[src/rtl/tpc_params.svh]
`ifndef TPC_PARAMS_SVH
`define TPC_PARAMS_SVH
// register byte offsets
`define TPC_OFF_CNT_HI 12'h000
`define TPC_OFF_CNT_LO 12'h004
`define TPC_OFF_RLD_HI 12'h008
`define TPC_OFF_RLD_LO 12'h00c
`define TPC_OFF_PWM_HI 12'h010
`define TPC_OFF_PWM_LO 12'h014
`define TPC_OFF_CTL0 12'h018
`define TPC_OFF_CTL1 12'h01c
`define TPC_OFF_CTL2 12'h020
`define TPC_OFF_IRQ_STA 12'h024
`define TPC_OFF_IRQ_MSK 12'h028
// reset values
`define TPC_RST_CNT 16'h0001
`define TPC_RST_RLD 16'hffff
// control 1 fields
`define TPC_CTL1_EN 7
`define TPC_CTL1_POL 6
`define TPC_CTL1_PRES_LSB 3
`define TPC_CTL1_MODE_LSB 0
// control 0 fields
`define TPC_CTL0_CAUSE 0
`define TPC_CTL0_CFG_LSB 6
// control 2 field
`define TPC_CTL2_SRC 0
// status / mask bits
`define TPC_IRQ_CAP 0
`define TPC_IRQ_RLD 1
// mode codes
`define TPC_MODE_PWM 4'h3
`define TPC_MODE_CAP 4'h4
`endif

[src/rtl/tpc_pkg.sv]
package tpc_pkg;
	typedef enum logic [1:0] {TPC_IDLE, TPC_RUN} tpc_state_type;
	typedef logic [15:0] tpc_count_type;
endpackage

[src/rtl/tpc_edge_sync.sv]
`timescale 1ns/1ps
module tpc_edge_sync
	import tpc_pkg::*;
(
	input wire logic clk_i,
	input wire logic srst_i,
	input wire logic pin_i,
	input wire logic rise_sel_i,
	output logic edge_o
);
	logic s1_r;
	logic s2_r;
	logic s3_r;

	always_ff @(posedge clk_i)
	begin
		if (srst_i)
		begin
			s1_r <= 1'b0;
			s2_r <= 1'b0;
			s3_r <= 1'b0;
		end
		else
		begin
			s1_r <= pin_i;
			s2_r <= s1_r;
			s3_r <= s2_r;
		end
	end

	// chosen transition of the synchronised input
	assign edge_o = rise_sel_i ? (s2_r & ~s3_r) : (~s2_r & s3_r);

	AST_EDGE_DIR: assert property (@(posedge clk_i) disable iff (srst_i)
		edge_o |-> (s2_r == rise_sel_i))
		else $error("edge direction wrong");
endmodule

[src/rtl/tpc_prescaler.sv]
`timescale 1ns/1ps
`include "tpc_params.svh"
module tpc_prescaler
	import tpc_pkg::*;
(
	input wire logic clk_i,
	input wire logic srst_i,
	input wire logic run_i,
	input wire logic src_tick_i,
	input wire logic [2:0] pres_i,
	output logic tick_o
);
	logic [6:0] div_r;
	logic [6:0] lim;

	assign lim = 7'((8'h01 << pres_i) - 8'h01);

	// divide source ticks by 2^pres
	always_ff @(posedge clk_i)
	begin
		if (srst_i || !run_i)
		begin
			div_r <= 7'h00;
			tick_o <= 1'b0;
		end
		else
		begin
			tick_o <= 1'b0;
			if (src_tick_i)
			begin
				if (div_r >= lim)
				begin
					div_r <= 7'h00;
					tick_o <= 1'b1;
				end
				else
					div_r <= div_r + 7'h01;
			end
		end
	end

	AST_PRES_ONE: assert property (@(posedge clk_i) disable iff (srst_i)
		(run_i && pres_i == 3'h0 && src_tick_i && $past(run_i)) |=> tick_o)
		else $error("prescale 1 missed tick");
endmodule

[src/rtl/tpc_timer.sv]
`timescale 1ns/1ps
`include "tpc_params.svh"
module tpc_timer
	import tpc_pkg::*;
(
	input wire logic CLK_I,
	input wire logic SRST_I,
	input wire logic PSEL_I,
	input wire logic PENABLE_I,
	input wire logic PWRITE_I,
	input wire logic [11:0] PADDR_I,
	input wire logic [31:0] PWDATA_I,
	output logic [31:0] PRDATA_O,
	output logic PREADY_O,
	output logic PSLVERR_O,
	input wire logic TIN_I,
	input wire logic EXT_CLK_I,
	output logic TOUT_O,
	output logic IRQ_O
);
	// ****************************************
	// registers
	// ****************************************
	tpc_count_type cnt_r;
	tpc_count_type rld_r;
	tpc_count_type pwm_r;
	logic [7:0] ctl0_r;
	logic [7:0] ctl1_r;
	logic [7:0] ctl2_r;
	logic [1:0] sta_r;
	logic [1:0] msk_r;
	logic first_r;
	tpc_state_type state_r;

	logic wr_en;
	logic rd_en;
	logic tick;
	logic cap_edge;
	logic src_tick;
	logic ext_s1_r;
	logic ext_s2_r;
	logic ext_s3_r;
	logic cap_ev;
	logic rld_ev;
	logic enabled;
	logic [3:0] operating_mode_field;
	logic polarity_edge_select;
	logic [1:0] irq_config_field;
	logic pwm_hit;
	assign enabled = ctl1_r[`TPC_CTL1_EN];
	assign polarity_edge_select = ctl1_r[`TPC_CTL1_POL];
	assign operating_mode_field = ctl1_r[`TPC_CTL1_MODE_LSB +: 4];
	assign irq_config_field = ctl0_r[`TPC_CTL0_CFG_LSB +: 2];
	function automatic logic hit(input logic [11:0] a, input logic [11:0] off);
		hit = (a == off);
	endfunction
	// ****************************************
	// apb slave
	// ****************************************
	assign wr_en = PSEL_I && PENABLE_I && PWRITE_I;
	assign rd_en = PSEL_I && !PWRITE_I && !PENABLE_I;

	always_ff @(posedge CLK_I)
	begin
		if (SRST_I)
		begin
			PREADY_O <= 1'b0;
			PSLVERR_O <= 1'b0;
			PRDATA_O <= 32'h0000_0000;
		end
		else
		begin
			PREADY_O <= PSEL_I && !PENABLE_I;
			PSLVERR_O <= 1'b0;
			if (rd_en)
			begin
				PRDATA_O <= 32'h0000_0000;
				if (hit(PADDR_I, `TPC_OFF_CNT_HI))
					PRDATA_O <= {24'h000000, cnt_r[15:8]};
				if (hit(PADDR_I, `TPC_OFF_CNT_LO))
					PRDATA_O <= {24'h000000, cnt_r[7:0]};
				if (hit(PADDR_I, `TPC_OFF_RLD_HI))
					PRDATA_O <= {24'h000000, rld_r[15:8]};
				if (hit(PADDR_I, `TPC_OFF_RLD_LO))
					PRDATA_O <= {24'h000000, rld_r[7:0]};
				if (hit(PADDR_I, `TPC_OFF_PWM_HI))
					PRDATA_O <= {24'h000000, pwm_r[15:8]};
				if (hit(PADDR_I, `TPC_OFF_PWM_LO))
					PRDATA_O <= {24'h000000, pwm_r[7:0]};
				if (hit(PADDR_I, `TPC_OFF_CTL0))
					PRDATA_O <= {24'h000000, ctl0_r};
				if (hit(PADDR_I, `TPC_OFF_CTL1))
					PRDATA_O <= {24'h000000, ctl1_r};
				if (hit(PADDR_I, `TPC_OFF_CTL2))
					PRDATA_O <= {24'h000000, ctl2_r};
				if (hit(PADDR_I, `TPC_OFF_IRQ_STA))
					PRDATA_O <= {30'h00000000, sta_r};
				if (hit(PADDR_I, `TPC_OFF_IRQ_MSK))
					PRDATA_O <= {30'h00000000, msk_r};
			end
		end
	end

	// ****************************************
	// control registers
	// ****************************************
	always_ff @(posedge CLK_I)
	begin
		if (SRST_I)
		begin
			ctl1_r <= 8'h00;
			ctl2_r <= 8'h00;
			rld_r <= `TPC_RST_RLD;
			msk_r <= 2'h0;
		end
		else if (wr_en && PREADY_O)
		begin
			if (hit(PADDR_I, `TPC_OFF_CTL1))
				ctl1_r <= PWDATA_I[7:0];
			if (hit(PADDR_I, `TPC_OFF_CTL2))
				ctl2_r <= PWDATA_I[7:0];
			if (hit(PADDR_I, `TPC_OFF_RLD_HI))
				rld_r[15:8] <= PWDATA_I[7:0];
			if (hit(PADDR_I, `TPC_OFF_RLD_LO))
				rld_r[7:0] <= PWDATA_I[7:0];
			if (hit(PADDR_I, `TPC_OFF_IRQ_MSK))
				msk_r <= PWDATA_I[1:0];
		end
	end

	// ****************************************
	// clock source and capture input
	// ****************************************
	always_ff @(posedge CLK_I)
	begin
		if (SRST_I)
		begin
			ext_s1_r <= 1'b0;
			ext_s2_r <= 1'b0;
			ext_s3_r <= 1'b0;
		end
		else
		begin
			ext_s1_r <= EXT_CLK_I;
			ext_s2_r <= ext_s1_r;
			ext_s3_r <= ext_s2_r;
		end
	end
	// source 0 is system clock, source 1 external rising edges
	assign src_tick = ctl2_r[`TPC_CTL2_SRC] ? (ext_s2_r & ~ext_s3_r) : 1'b1;

	tpc_prescaler u_pres (
		.clk_i(CLK_I),
		.srst_i(SRST_I),
		.run_i(enabled),
		.src_tick_i(src_tick),
		.pres_i(ctl1_r[`TPC_CTL1_PRES_LSB +: 3]),
		.tick_o(tick)
	);

	tpc_edge_sync u_edge (
		.clk_i(CLK_I),
		.srst_i(SRST_I),
		.pin_i(TIN_I),
		.rise_sel_i(polarity_edge_select),
		.edge_o(cap_edge)
	);

	assign cap_ev = enabled && operating_mode_field == `TPC_MODE_CAP && cap_edge;
	assign rld_ev = enabled && tick && cnt_r == rld_r;

	// ****************************************
	// counter
	// ****************************************
	always_ff @(posedge CLK_I)
	begin
		if (SRST_I)
		begin
			cnt_r <= `TPC_RST_CNT;
			state_r <= TPC_IDLE;
		end
		else
		begin
			case (state_r)
				TPC_IDLE:
				begin
					if (enabled)
						state_r <= TPC_RUN;
				end
				TPC_RUN:
				begin
					if (!enabled)
						state_r <= TPC_IDLE;
				end
				default:
					state_r <= TPC_IDLE;
			endcase
			if (wr_en && PREADY_O && hit(PADDR_I, `TPC_OFF_CNT_HI))
				cnt_r[15:8] <= PWDATA_I[7:0];
			else if (wr_en && PREADY_O && hit(PADDR_I, `TPC_OFF_CNT_LO))
				cnt_r[7:0] <= PWDATA_I[7:0];
			else if (rld_ev)
				cnt_r <= 16'h0001;
			else if (enabled && tick)
				cnt_r <= cnt_r + 16'h0001;
		end
	end

	// ****************************************
	// capture, cause flag and pwm value
	// ****************************************
	always_ff @(posedge CLK_I)
	begin
		if (SRST_I)
		begin
			pwm_r <= 16'h0000;
			ctl0_r <= 8'h00;
		end
		else
		begin
			if (cap_ev)
				pwm_r <= cnt_r;
			else if (wr_en && PREADY_O && hit(PADDR_I, `TPC_OFF_PWM_HI))
				pwm_r[15:8] <= PWDATA_I[7:0];
			else if (wr_en && PREADY_O && hit(PADDR_I, `TPC_OFF_PWM_LO))
				pwm_r[7:0] <= PWDATA_I[7:0];
			if (wr_en && PREADY_O && hit(PADDR_I, `TPC_OFF_CTL0))
				ctl0_r[7:1] <= PWDATA_I[7:1];
			if (cap_ev)
				ctl0_r[`TPC_CTL0_CAUSE] <= 1'b1;
			else if (rld_ev && operating_mode_field == `TPC_MODE_CAP)
				ctl0_r[`TPC_CTL0_CAUSE] <= 1'b0;
		end
	end

	// ****************************************
	// interrupt status
	// ****************************************
	always_ff @(posedge CLK_I)
	begin
		if (SRST_I)
		begin
			sta_r <= 2'h0;
			IRQ_O <= 1'b0;
		end
		else
		begin
			// set wins over write-one-to-clear
			sta_r <= (sta_r & ~((wr_en && PREADY_O && hit(PADDR_I, `TPC_OFF_IRQ_STA))
				? PWDATA_I[1:0] : 2'h0)) | {rld_ev, cap_ev};
			IRQ_O <= |(sta_r & msk_r);
		end
	end

	// ****************************************
	// pwm output
	// ****************************************
	// first period counts from the loaded start like a one-shot
	always_ff @(posedge CLK_I)
	begin
		if (SRST_I)
			first_r <= 1'b1;
		else if (!enabled)
			first_r <= 1'b1;
		else if (rld_ev)
			first_r <= 1'b0;
	end

	assign pwm_hit = cnt_r > pwm_r;
	always_ff @(posedge CLK_I)
	begin
		if (SRST_I)
			TOUT_O <= 1'b0;
		else if (!enabled || operating_mode_field != `TPC_MODE_PWM)
			TOUT_O <= polarity_edge_select;
		else if (first_r && cnt_r <= pwm_r)
			TOUT_O <= polarity_edge_select;
		else if (polarity_edge_select)
			TOUT_O <= !pwm_hit;
		else
			TOUT_O <= pwm_hit;
	end

	// ****************************************
	// checks
	// ****************************************
	AST_CAP_LATCH: assert property (@(posedge CLK_I) disable iff (SRST_I)
		cap_ev |=> pwm_r == $past(cnt_r))
		else $error("capture value not stored");
	AST_CAP_FLAG: assert property (@(posedge CLK_I) disable iff (SRST_I)
		cap_ev |=> ctl0_r[`TPC_CTL0_CAUSE] && sta_r[`TPC_IRQ_CAP])
		else $error("capture flag not set");
	AST_RLD_CLR: assert property (@(posedge CLK_I) disable iff (SRST_I)
		(rld_ev && !cap_ev && operating_mode_field == `TPC_MODE_CAP)
		|=> !ctl0_r[`TPC_CTL0_CAUSE] && sta_r[`TPC_IRQ_RLD])
		else $error("reload cause not cleared");
	AST_RLD_WRAP: assert property (@(posedge CLK_I) disable iff (SRST_I)
		(rld_ev && !wr_en) |=> cnt_r == 16'h0001)
		else $error("counter did not restart at one");
	AST_CAP_RUN: assert property (@(posedge CLK_I) disable iff (SRST_I)
		(cap_ev && tick && !rld_ev && !wr_en) |=> cnt_r == $past(cnt_r) + 16'h0001)
		else $error("counter stopped on capture");
	AST_IRQ_LVL: assert property (@(posedge CLK_I) disable iff (SRST_I)
		(sta_r & msk_r) != 2'h0 |=> IRQ_O)
		else $error("interrupt not raised");
	AST_PWM_POL1: assert property (@(posedge CLK_I) disable iff (SRST_I)
		(enabled && operating_mode_field == `TPC_MODE_PWM && !first_r && polarity_edge_select
		&& $stable(ctl1_r) && cnt_r > pwm_r) |=> !TOUT_O)
		else $error("pwm polarity one wrong");
	AST_PWM_POL0: assert property (@(posedge CLK_I) disable iff (SRST_I)
		(enabled && operating_mode_field == `TPC_MODE_PWM && !first_r && !polarity_edge_select
		&& $stable(ctl1_r) && cnt_r > pwm_r) |=> TOUT_O)
		else $error("pwm polarity zero wrong");
	AST_CNT_STEP: assert property (@(posedge CLK_I) disable iff (SRST_I)
		(!enabled && !wr_en) |=> $stable(cnt_r))
		else $error("counter moved while disabled");
	AST_ONESHOT: assert property (@(posedge CLK_I) disable iff (SRST_I)
		(enabled && operating_mode_field == `TPC_MODE_PWM && first_r && cnt_r <= pwm_r
		&& $stable(ctl1_r)) |=> TOUT_O == polarity_edge_select)
		else $error("first period not one-shot");
endmodule

[config.mk]
export PLATFORM = sky130hd
export DESIGN_NAME = tpc_timer
export DESIGN_NICKNAME = d
export VERILOG_FILES = /design/src/rtl/tpc_pkg.sv /design/src/rtl/tpc_edge_sync.sv /design/src/rtl/tpc_prescaler.sv /design/src/rtl/tpc_timer.sv
export VERILOG_INCLUDE_DIRS = /design/src /design/src/rtl
export SDC_FILE = /design/constraint.sdc
export NUM_CORES = 1
export LEC_CHECK = 0
export BUFFER_PORTS_ARGS = -buffer_cell sky130_fd_sc_hd__buf_2
export CORE_ASPECT_RATIO = 0.9
export CORE_MARGIN = 5
export CORE_UTILIZATION = 51
export DETAILED_ROUTE_END_ITERATION = 7
export PLACE_DENSITY = 0.74
export SLEW_MARGIN = 30
export SYNTH_ARGS = -nofsm -noshare
export SYNTH_HDL_FRONTEND = slang
export SYNTH_SLANG_ARGS = --single-unit
[constraint.sdc]
create_clock -name CLK_I -period 2.8 [get_ports CLK_I]
set_clock_uncertainty 0.1 [all_clocks]
set_input_delay 0.42 -clock CLK_I [delete_from_list [all_inputs] [get_ports CLK_I]]
set_output_delay 0.42 -clock CLK_I [all_outputs]
set_load 0.01 [all_outputs]
==> summary.json, run 1 <==
{
  "run_status": {
    "outcome": "complete, no violations"
  },
  "synth": {
    "ys_ff_latch": 101,
    "synth_cell_types": 72,
    "seq_area_frac_synth": 0.325,
    "synth-async-reset-ratio": 0,
    "synth_top_area_frac": 0.325,
    "synth.largest_area_cell": "dfxtp_1",
    "post_synth_main_area_contributors": "dfxtp_1 32%, mux2i_1 6.4%, ha_1 5.0%, nor2_1 4.3%, a211oi_1 3.3%",
    "syn-cell-area_um2": 6230,
    "synth_edf_count": 0,
    "synthesis.yosys.warnings": 0,
    "syn-instance-count": 721,
    "flip_flop_cell_with_the_highest_count_after_synthesis": "dfxtp_1",
    "synth_area_per_cell_um2": 8.64
  },
  "finish": {
    "multi_input_area_um2": 3780,
    "filler_cell_count": 1057,
    "antenna-diode-count": 0,
    "post_route_cells_drive_above_1_share": 0.147,
    "regArea_um2": 2020,
    "design.final.nets": 818,
    "finalCoreUtilization": 0.566,
    "area_delta_synth_final_pct": 9.30
  },
  "critical_path": {
    "worst_path_cell_with_the_longest_stage_delay": "dfxtp_1",
    "crit_family": "compound AO/OA/AOI/OAI gates",
    "setup.worst_path.end_class": "flop",
    "crit_chain": "or3_1, ha_1, nand2b_1, a21o_1, a21o_1, a211o_1, a211o_4, a221oi_2",
    "crit_type": "reg2reg",
    "crit_required_ps": 2980,
    "timing.critical_path.buf_inv": 0,
    "r2r_endpoint": "u_pres.div_r[6]",
    "critical_path.max_fanout": 9,
    "critPathArrivalTime_ps": 2820,
    "critical_path.startpoint_type": "flop",
    "reg2reg_depth": 8,
    "timing.rr.start": "ctl1_r[5]",
    "cp_slowest_stage_delay_ps": 390,
    "ff2ff_setup_slack_ps": 150,
    "crit_top_cell": "a21o_1"
  },
  "sta": {
    "fmax_mhz": 378,
    "worst-slew-pin-transition_ps": 735,
    "max_slew_margin": 0.510,
    "setup-violations-final": 0,
    "timing.final.hold_violations": 0,
    "whs_ps": 160,
    "postLayoutSetupSlackWorst_ps": 152,
    "timing.setup.tns_ps": 0,
    "final_period_utilization": 0.946,
    "final_max_slew_violation_count": 0,
    "post-route-min-period_ps": 2650,
    "grt_setup_unrepaired": "no"
  },
  "placement": {
    "dp_hpwl_um": 13100,
    "placement.io_buffers": 37,
    "pre_cts_ws_ps": 130,
    "gp_congestion": 1.02
  },
  "die": {
    "placementRows": 38,
    "die_height_um": 115,
    "fp.dieArea_um2": 14500,
    "i_o_pin_cnt": 87,
    "floorplan.initialDensity": 0.518,
    "die_w_um": 127,
    "core_area_um2": 12000
  },
  "clock_tree": {
    "tritoncts": "yes",
    "root_buffer": "clkbuf_16",
    "clock_transition_at_the_register_clock_pins_on_the_worst_setup_and_hold_paths_after_cts_ps": 80,
    "clock_latency_on_the_worst_skew_pair_ps": 370,
    "clock_path_buffers": 2,
    "clk_sinks": 101,
    "cts_made_buffers": 9,
    "cts_htree_levels": 3,
    "postCtsSetupRepairBufs": 0
  },
  "global_route": {
    "antenna_found_initial": 0,
    "grtUsageTotal": 0.242,
    "global_route_wire_length_before_repair_um": 28000,
    "first_global_vias": 5365,
    "grt_start_max_net_pins": 37,
    "grt-ovfl-total": 0
  },
  "detailed_routing": {
    "via_count": 5649,
    "via_per_inst": 6.23,
    "drtPass1Iterations": 5,
    "postRouteAntennaNets": 0,
    "remaining_drc_errors": 0,
    "number_of_drc_markers_after_the_initial_detailed_route_iteration": 475,
    "routed_wirelength_um": 17600,
    "routedWlPerCell_um": 19.4
  },
  "pwr": {
    "post-layout-total-power_mw": 2.88,
    "static-leakage-power_nw": 2.47,
    "max-vdd-ir-drop_mv": 0.433,
    "power_density_nw_per_um2": 423
  },
  "worst_hold_path": {
    "worst_hold_path_cells": 2,
    "min_delay_worst_endpoint": "ext_s1_r",
    "hold_class": "in2reg",
    "hp-start": "EXT_CLK_I"
  },
  "job": {
    "maxCapViolations": 0
  }
}
## report_power, final
part | internal [mW] | switching (mW)
Sequential | 1.44 | 0.00204
Combinational | 0.0484 | 0.131
Clock | 0.634 | 0.624
## cell usage in the layout (no fill, tap or decap), types with 26 or more instances in the layout
cell and instances:
mux2i_1 40, inv_1 32, buf_4 26, a211oi_1 27, buf_2 37, dfxtp_1 100
nand3_1 28, nor2_1 71, nor2b_1 29, nand2_1 38
## cell type report
| type | instances | area share |
|---|---|---|
| flip-flops and latches | 101 | 0.297 |
| inverters | 33 | 0.0182 |
| clock buffers | 9 | 0.0331 |
| clock inverters | 7 | 0.0114 |
| repair buffers | 63 | 0.0559 |
| well taps | 160 | 0.0294 |
| multi-input cells | 534 | 0.555 |
## synthesized netlist by cell type, types with 3 or more instances
library cell,n
a22o_1,6
buf_4,27
a21o_1,3
a22oi_1,12
o32ai_1,3
nand2b_1,5
nand2_1,38
o21a_1,7
a211o_1,19
clkbuf_1,33
o21ai_1,3
nand3_1,28
xnor2_1,21
nand4b_1,4
nor2b_1,29
buf_2,13
nand4_1,11
and2_1,5
xor2_1,3
and3_1,5
mux4_2,7
a221o_1,6
a21oi_1,25
nor3_4,3
nor2_1,71
a31oi_1,6
ha_1,25
a221oi_1,10
o211ai_1,3
mux2i_1,40
o22ai_1,8
o21ai_0,20
inv_1,32
buf_1,3
dfxtp_1,101
and4_1,7
a211oi_1,27
nor3_1,9
nor4_4,3
## state kept, by name, indices dropped and copies added (netlist names), 2 cells and up
register,cells
cnt_r,16
PRDATA_O,8
msk_r,2
sta_r,2
rld_r,16
u_pres.div_r,7
ctl2_r,8
ctl0_r,8
ctl1_r,8
pwm_r,16
## kinds of logic after synthesis
| group | synth area share |
|---|---|
| and+or+nand+nor | 0.209 |
| AOI/OAI and AO/OA | 0.202 |
| buffers and inverters | 0.0864 |
| DFF | 0.325 |
| muxes | 0.0932 |
| adders and majority gates | 0.0502 |
| xor gates and xnor gates | 0.0337 |
| other | 0.000602 |
## stage by stage
stage | area [um2] | std cells
after floorplan | 6320 | 745
after global placement | 6490 | 891
after detailed placement | 6490 | 891
after CTS | 6790 | 907
after global routing | 6810 | 907
final | 6810 | 907
## how the worst max path moves through the flow
stage | start | to | slack [ps] | cells past startpoint
3_3_place_gp | PADDR_I[2] | cnt_r[0] | 210 | 7
5_1_grt | ctl1_r[5] | u_pres.div_r[6] | 20 | 8
2_1_floorplan | ctl1_r[5] | u_pres.div_r[6] | 280 | 9
6_report | ctl1_r[5] | u_pres.div_r[6] | 150 | 8
3_5_place_dp | PADDR_I[2] | cnt_r[0] | 130 | 7
4_1_cts | ctl1_r[4] | u_pres.div_r[6] | 100 | 8
## layer usage
layer  track usage  wire (um)  up-vias
met2         0.383       8140      273
li1              -          -     2618
met3        0.0729       1630       61
met1         0.308       7150     2697
met4         0.106        674        0
met5             0          0        -
## repair_timing
action                                  in CTS  in global routing
hold buffers                                 0                  0
endpoints found under the setup margin       0                  1
resized for setup                            0                  3
(Power assumes the default switching activity.)
==> run 2: changes to the inputs <==
REMOVE_ABC_BUFFERS = 1   (was default)
==> summary.json, run 2 (same netlist as run 1, synthesis figures left out) <==
{
  "detailed_routing": {
    "highest_layer": "met4",
    "postRouteAntennaNets": 0,
    "remaining_drc_errors": 0,
    "met3RoutedLength_um": 1680,
    "via_per_inst": 6.28,
    "number_of_drc_markers_after_the_initial_detailed_route_iteration": 610,
    "routed_wirelength_um": 18100,
    "via_count": 5746,
    "routedWlPerCell_um": 19.8,
    "drtPass1Iterations": 7,
    "met1Wirelength_um": 7430,
    "routed-wl-met2_um": 8340
  },
  "sta": {
    "final_period_utilization": 0.924,
    "final_max_slew_violation_count": 0,
    "setup-violations-final": 0,
    "post-route-min-period_ps": 2590,
    "timing.setup.tns_ps": 0,
    "whs_ps": 176,
    "max_slew_margin": 0.553,
    "worst-slew-pin-transition_ps": 665,
    "timing.final.hold_violations": 0,
    "fmax_mhz": 386,
    "postLayoutSetupSlackWorst_ps": 212,
    "grt_setup_unrepaired": "no"
  },
  "clock_tree": {
    "cts_made_buffers": 9,
    "root_buffer": "clkbuf_16",
    "tritoncts": "yes",
    "clock_transition_at_the_register_clock_pins_on_the_worst_setup_and_hold_paths_after_cts_ps": 70,
    "clock_path_buffers": 2,
    "cts_htree_levels": 3,
    "clock_latency_on_the_worst_skew_pair_ps": 360,
    "cts_hold_repair.buffers": 0,
    "postCtsResizedCells": 0,
    "clk_sinks": 101,
    "postCtsSetupRepairBufs": 0
  },
  "finish": {
    "layout_commonest_cell": "dfxtp_1",
    "post-route-cell-area_um2": 6930,
    "area_delta_synth_final_pct": 11.2,
    "final_cell_mix": "101 x dfxtp_1, 71 x nor2_1, 40 x mux2i_1, 38 x nand2_1, 37 x buf_2",
    "design.final.nets": 826,
    "non_filler_cells_final": 915,
    "filler_cell_count": 1058,
    "post_route_cells_drive_above_1_share": 0.151,
    "finalCoreUtilization": 0.576,
    "antenna-diode-count": 0,
    "top_registers": "cnt_r: 16 flops, pwm_r: 16 flops, rld_r: 16 flops"
  },
  "critical_path": {
    "reg2reg_depth": 8,
    "critPathArrivalTime_ps": 2750,
    "ff2ff_setup_slack_ps": 210,
    "critical_path.startpoint_type": "flop",
    "timing.rr.start": "ctl1_r[3]",
    "critical_path_startpoint": "ctl1_r[3]",
    "critical_path.max_fanout": 6,
    "setup.worst_path.end_class": "flop",
    "crit_type": "reg2reg",
    "crit_required_ps": 2960
  },
  "die": {
    "die_height_um": 115,
    "core_area_um2": 12000,
    "placementRows": 38,
    "floorplan.initialDensity": 0.518,
    "fp.dieArea_um2": 14500,
    "die_w_um": 127,
    "i_o_pin_cnt": 87
  },
  "placement": {
    "post-place-cells": 899,
    "gp_congestion": 0.977,
    "dp_hpwl_um": 13300,
    "placedInstanceArea_um2": 6560,
    "placement.io_buffers": 37,
    "pre_cts_ws_ps": 135
  },
  "run_status": {
    "outcome": "complete, no violations"
  },
  "worst_hold_path": {
    "hold_class": "in2reg",
    "worst_hold_path_cells": 2,
    "hp-start": "EXT_CLK_I"
  },
  "pwr": {
    "post-layout-total-power_mw": 3.15,
    "static-leakage-power_nw": 2.54,
    "max-vdd-ir-drop_mv": 0.300,
    "power_density_nw_per_um2": 454
  },
  "global_route": {
    "grt-ovfl-total": 0,
    "global_route_wire_length_before_repair_um": 28600,
    "antenna_found_initial": 0,
    "grt_start_max_net_pins": 52,
    "grtUsageTotal": 0.247,
    "first_global_vias": 5515
  },
  "job": {
    "maxCapViolations": 0
  }
}
run 2: cell count changes in the layout (fill, tap and decap cells not counted), sizes merged:
| cell | delta |
|---|---|
| inv | -4 |
| clkinv | -2 |
| bufinv | +4 |
| clkbuf | +1 |
| buf | +8 |
| clkinvlp | +1 |
run 2: final timing paths:
kind,endpoint
setup reg to reg,u_pres.div_r[0]
hold / removal,ext_s1_r
hold reg to reg,ext_s2_r
setup / recovery,u_pres.div_r[0]
run 2: final cells by class:
type,instances,area (um2),share of cell area
clock buffers,10,229,0.0331
clock inverters,6,135,0.0195
inverters,33,124,0.0179
multi-input cells,534,3760,0.543
flip-flops and latches,101,2020,0.292
well taps,160,200,0.0289
repair buffers,71,453,0.0654
run 2: metal layers:
| metal | track usage | vias to the layer above |
|---|---|---|
| met5 | 0 | - |
| met4 | 0.121 | 0 |
| met3 | 0.0599 | 64 |
| met2 | 0.398 | 326 |
| met1 | 0.313 | 2721 |
| li1 | - | 2635 |
run 2: worst max-delay path, stage by stage, from the launching register on:
cell	delay (ps)
dfxtp_1	310
or3_1	370
ha_1	270
nand2b_1	140
a21o_1	170
a21o_1	190
a211o_1	300
a211o_1	340
a211oi_1	300
run 2: power by group:
part           total, mW  internal (mW)  switching (mW)
combinational      0.181         0.0508           0.130
sequential          1.44           1.44         0.00177
clock               1.52          0.964           0.559
==> run 3: changes to the inputs <==
CORE_ASPECT_RATIO = default   (was 0.9)
REMOVE_ABC_BUFFERS = default   (was 1)
==> summary.json, run 3 (same netlist as run 1, synthesis figures left out) <==
{
  "detailed_routing": {
    "routed-wl-met2_um": 8450,
    "number_of_drc_markers_after_the_initial_detailed_route_iteration": 487,
    "met1Wirelength_um": 7120,
    "routed_wirelength_um": 17500,
    "via_per_inst": 6.20,
    "remaining_drc_errors": 0,
    "highest_layer": "met4",
    "routedWlPerCell_um": 19.5,
    "met3RoutedLength_um": 1360,
    "postRouteAntennaNets": 0,
    "drtPass1Iterations": 5,
    "via_count": 5572
  },
  "sta": {
    "postLayoutSetupSlackWorst_ps": 215,
    "post-route-min-period_ps": 2580,
    "worst-slew-pin-transition_ps": 685,
    "fmax_mhz": 387,
    "timing.setup.tns_ps": 0,
    "timing.final.hold_violations": 0,
    "setup-violations-final": 0,
    "max_slew_margin": 0.537,
    "final_max_slew_violation_count": 0,
    "final_period_utilization": 0.923,
    "grt_setup_unrepaired": "no"
  },
  "clock_tree": {
    "postCtsResizedCells": 0,
    "tritoncts": "yes",
    "clock_path_buffers": 2,
    "cts_made_buffers": 9,
    "cts_htree_levels": 3,
    "clk_sinks": 101,
    "clock_transition_at_the_register_clock_pins_on_the_worst_setup_and_hold_paths_after_cts_ps": 80,
    "postCtsSetupRepairBufs": 0,
    "root_buffer": "clkbuf_16",
    "clock_latency_on_the_worst_skew_pair_ps": 370,
    "cts_hold_repair.buffers": 0
  },
  "finish": {
    "design.final.nets": 822,
    "filler_cell_count": 1068,
    "area_delta_synth_final_pct": 9.46,
    "finalCoreUtilization": 0.568,
    "antenna-diode-count": 0,
    "layout_commonest_cell": "dfxtp_1",
    "post_route_cells_drive_above_1_share": 0.148,
    "final_cell_mix": "101 x dfxtp_1, 71 x nor2_1, 40 x mux2i_1, 38 x nand2_1, 37 x buf_2",
    "top_registers": "cnt_r: 16 flops, pwm_r: 16 flops, rld_r: 16 flops"
  },
  "global_route": {
    "grt-ovfl-total": 0,
    "grt_start_max_net_pins": 36,
    "antenna_found_initial": 0,
    "global_route_wire_length_before_repair_um": 28300,
    "first_global_vias": 5512,
    "grtUsageTotal": 0.247
  },
  "pwr": {
    "switching_share": 0.266,
    "post-layout-total-power_mw": 2.89,
    "power.clock.fraction": 0.439,
    "internal_pwr_total_mw": 2.12,
    "static-leakage-power_nw": 2.50,
    "power.share.sequential": 0.498,
    "total_net_switching_power_mw": 0.771,
    "power_density_nw_per_um2": 424,
    "p_comb_frac": 0.063,
    "max-vdd-ir-drop_mv": 0.451
  },
  "placement": {
    "pre_cts_ws_ps": 190,
    "gp_congestion": 0.985,
    "placement.io_buffers": 37,
    "dp_hpwl_um": 13000
  },
  "die": {
    "die_w_um": 121,
    "floorplan.initialDensity": 0.519,
    "die_height_um": 121,
    "fp.dieArea_um2": 14500,
    "placementRows": 40,
    "core_area_um2": 12000,
    "i_o_pin_cnt": 87
  },
  "critical_path": {
    "critical_path.startpoint_type": "flop",
    "critical_path.max_fanout": 6,
    "crit_chain": "or3_1, ha_1, nand2b_1, a21o_1, a21o_1, a211o_1, a211o_1, a221oi_1",
    "critical_path_startpoint": "ctl1_r[3]",
    "critPathArrivalTime_ps": 2770,
    "cp_slowest_stage_delay_ps": 370,
    "crit_type": "reg2reg",
    "crit_required_ps": 2980,
    "timing.critical_path.buf_inv": 0,
    "setup.worst_path.end_class": "flop",
    "crit_family": "compound AO/OA/AOI/OAI gates",
    "worst_path_cell_with_the_longest_stage_delay": "or3_1",
    "timing.rr.start": "ctl1_r[3]"
  },
  "run_status": {
    "outcome": "complete, no violations"
  },
  "job": {
    "maxCapViolations": 0
  },
  "worst_hold_path": {
    "hp-start": "EXT_CLK_I",
    "hold_class": "in2reg"
  }
}
run 3: cell types whose count changed in the layout (fill, tap and decap cells not counted), sizes merged:
cell / before / now
inv: 32 / 36
clkinvlp: 2 / 1
buf: 71 / 67
clkbuf: 10 / 9
bufinv: 4 / 0
clkinv: 1 / 3
run 3: layout make-up:
cell class,count,area [um2],area share
Multi-Input combinational cell,534,3760,0.552
Sequential cell,101,2020,0.297
Timing Repair Buffer,67,423,0.0620
Clock buffer,9,225,0.0330
Tap cell,147,184,0.0270
Inverter,33,124,0.0182
Clock inverter,7,77.6,0.0114
run 3: final timing paths:
check	end	slack, ps	depth (start not counted)
max	u_pres.div_r[6]	220	8
min	ext_s1_r	160	2
max reg2reg	u_pres.div_r[6]	220	8
min reg2reg	ext_s3_r	340	2
run 3: layer usage:
metal | track usage | up-vias
li1 | - | 2619
met5 | 0 | -
met2 | 0.409 | 257
met3 | 0.0636 | 45
met4 | 0.0956 | 0
met1 | 0.307 | 2651
run 3: power groups by stage:
stage / Sequential (mW) / Clock (mW) / Combinational [mW]
global route: 1.44 / 1.34 / 0.195
floorplan: 1.48 / 0 / 0.135
CTS: 1.44 / 1.29 / 0.178
detailed placement: 1.48 / 0 / 0.177
finish: 1.44 / 1.27 / 0.181
global placement: 1.48 / 0 / 0.173
run 3: per-stage QoR:
stage          hold slack [ps]  std cells  instance area (um2)
3_5_place_dp               334        882                 6510
5_1_grt                    177        898                 6820
4_1_cts                    156        898                 6820
6_report                   158        898                 6820
3_3_place_gp               324        882                 6510
2_1_floorplan              314        745                 6320
run 3: worst register-to-register path, cell delays in order, from the launching register on:
cell and delay, ps:
dfxtp_1 310, or3_1 370, ha_1 270, nand2b_1 140, a21o_1 170, a21o_1 190, a211o_1 300, a211o_1 340
a221oi_1 300
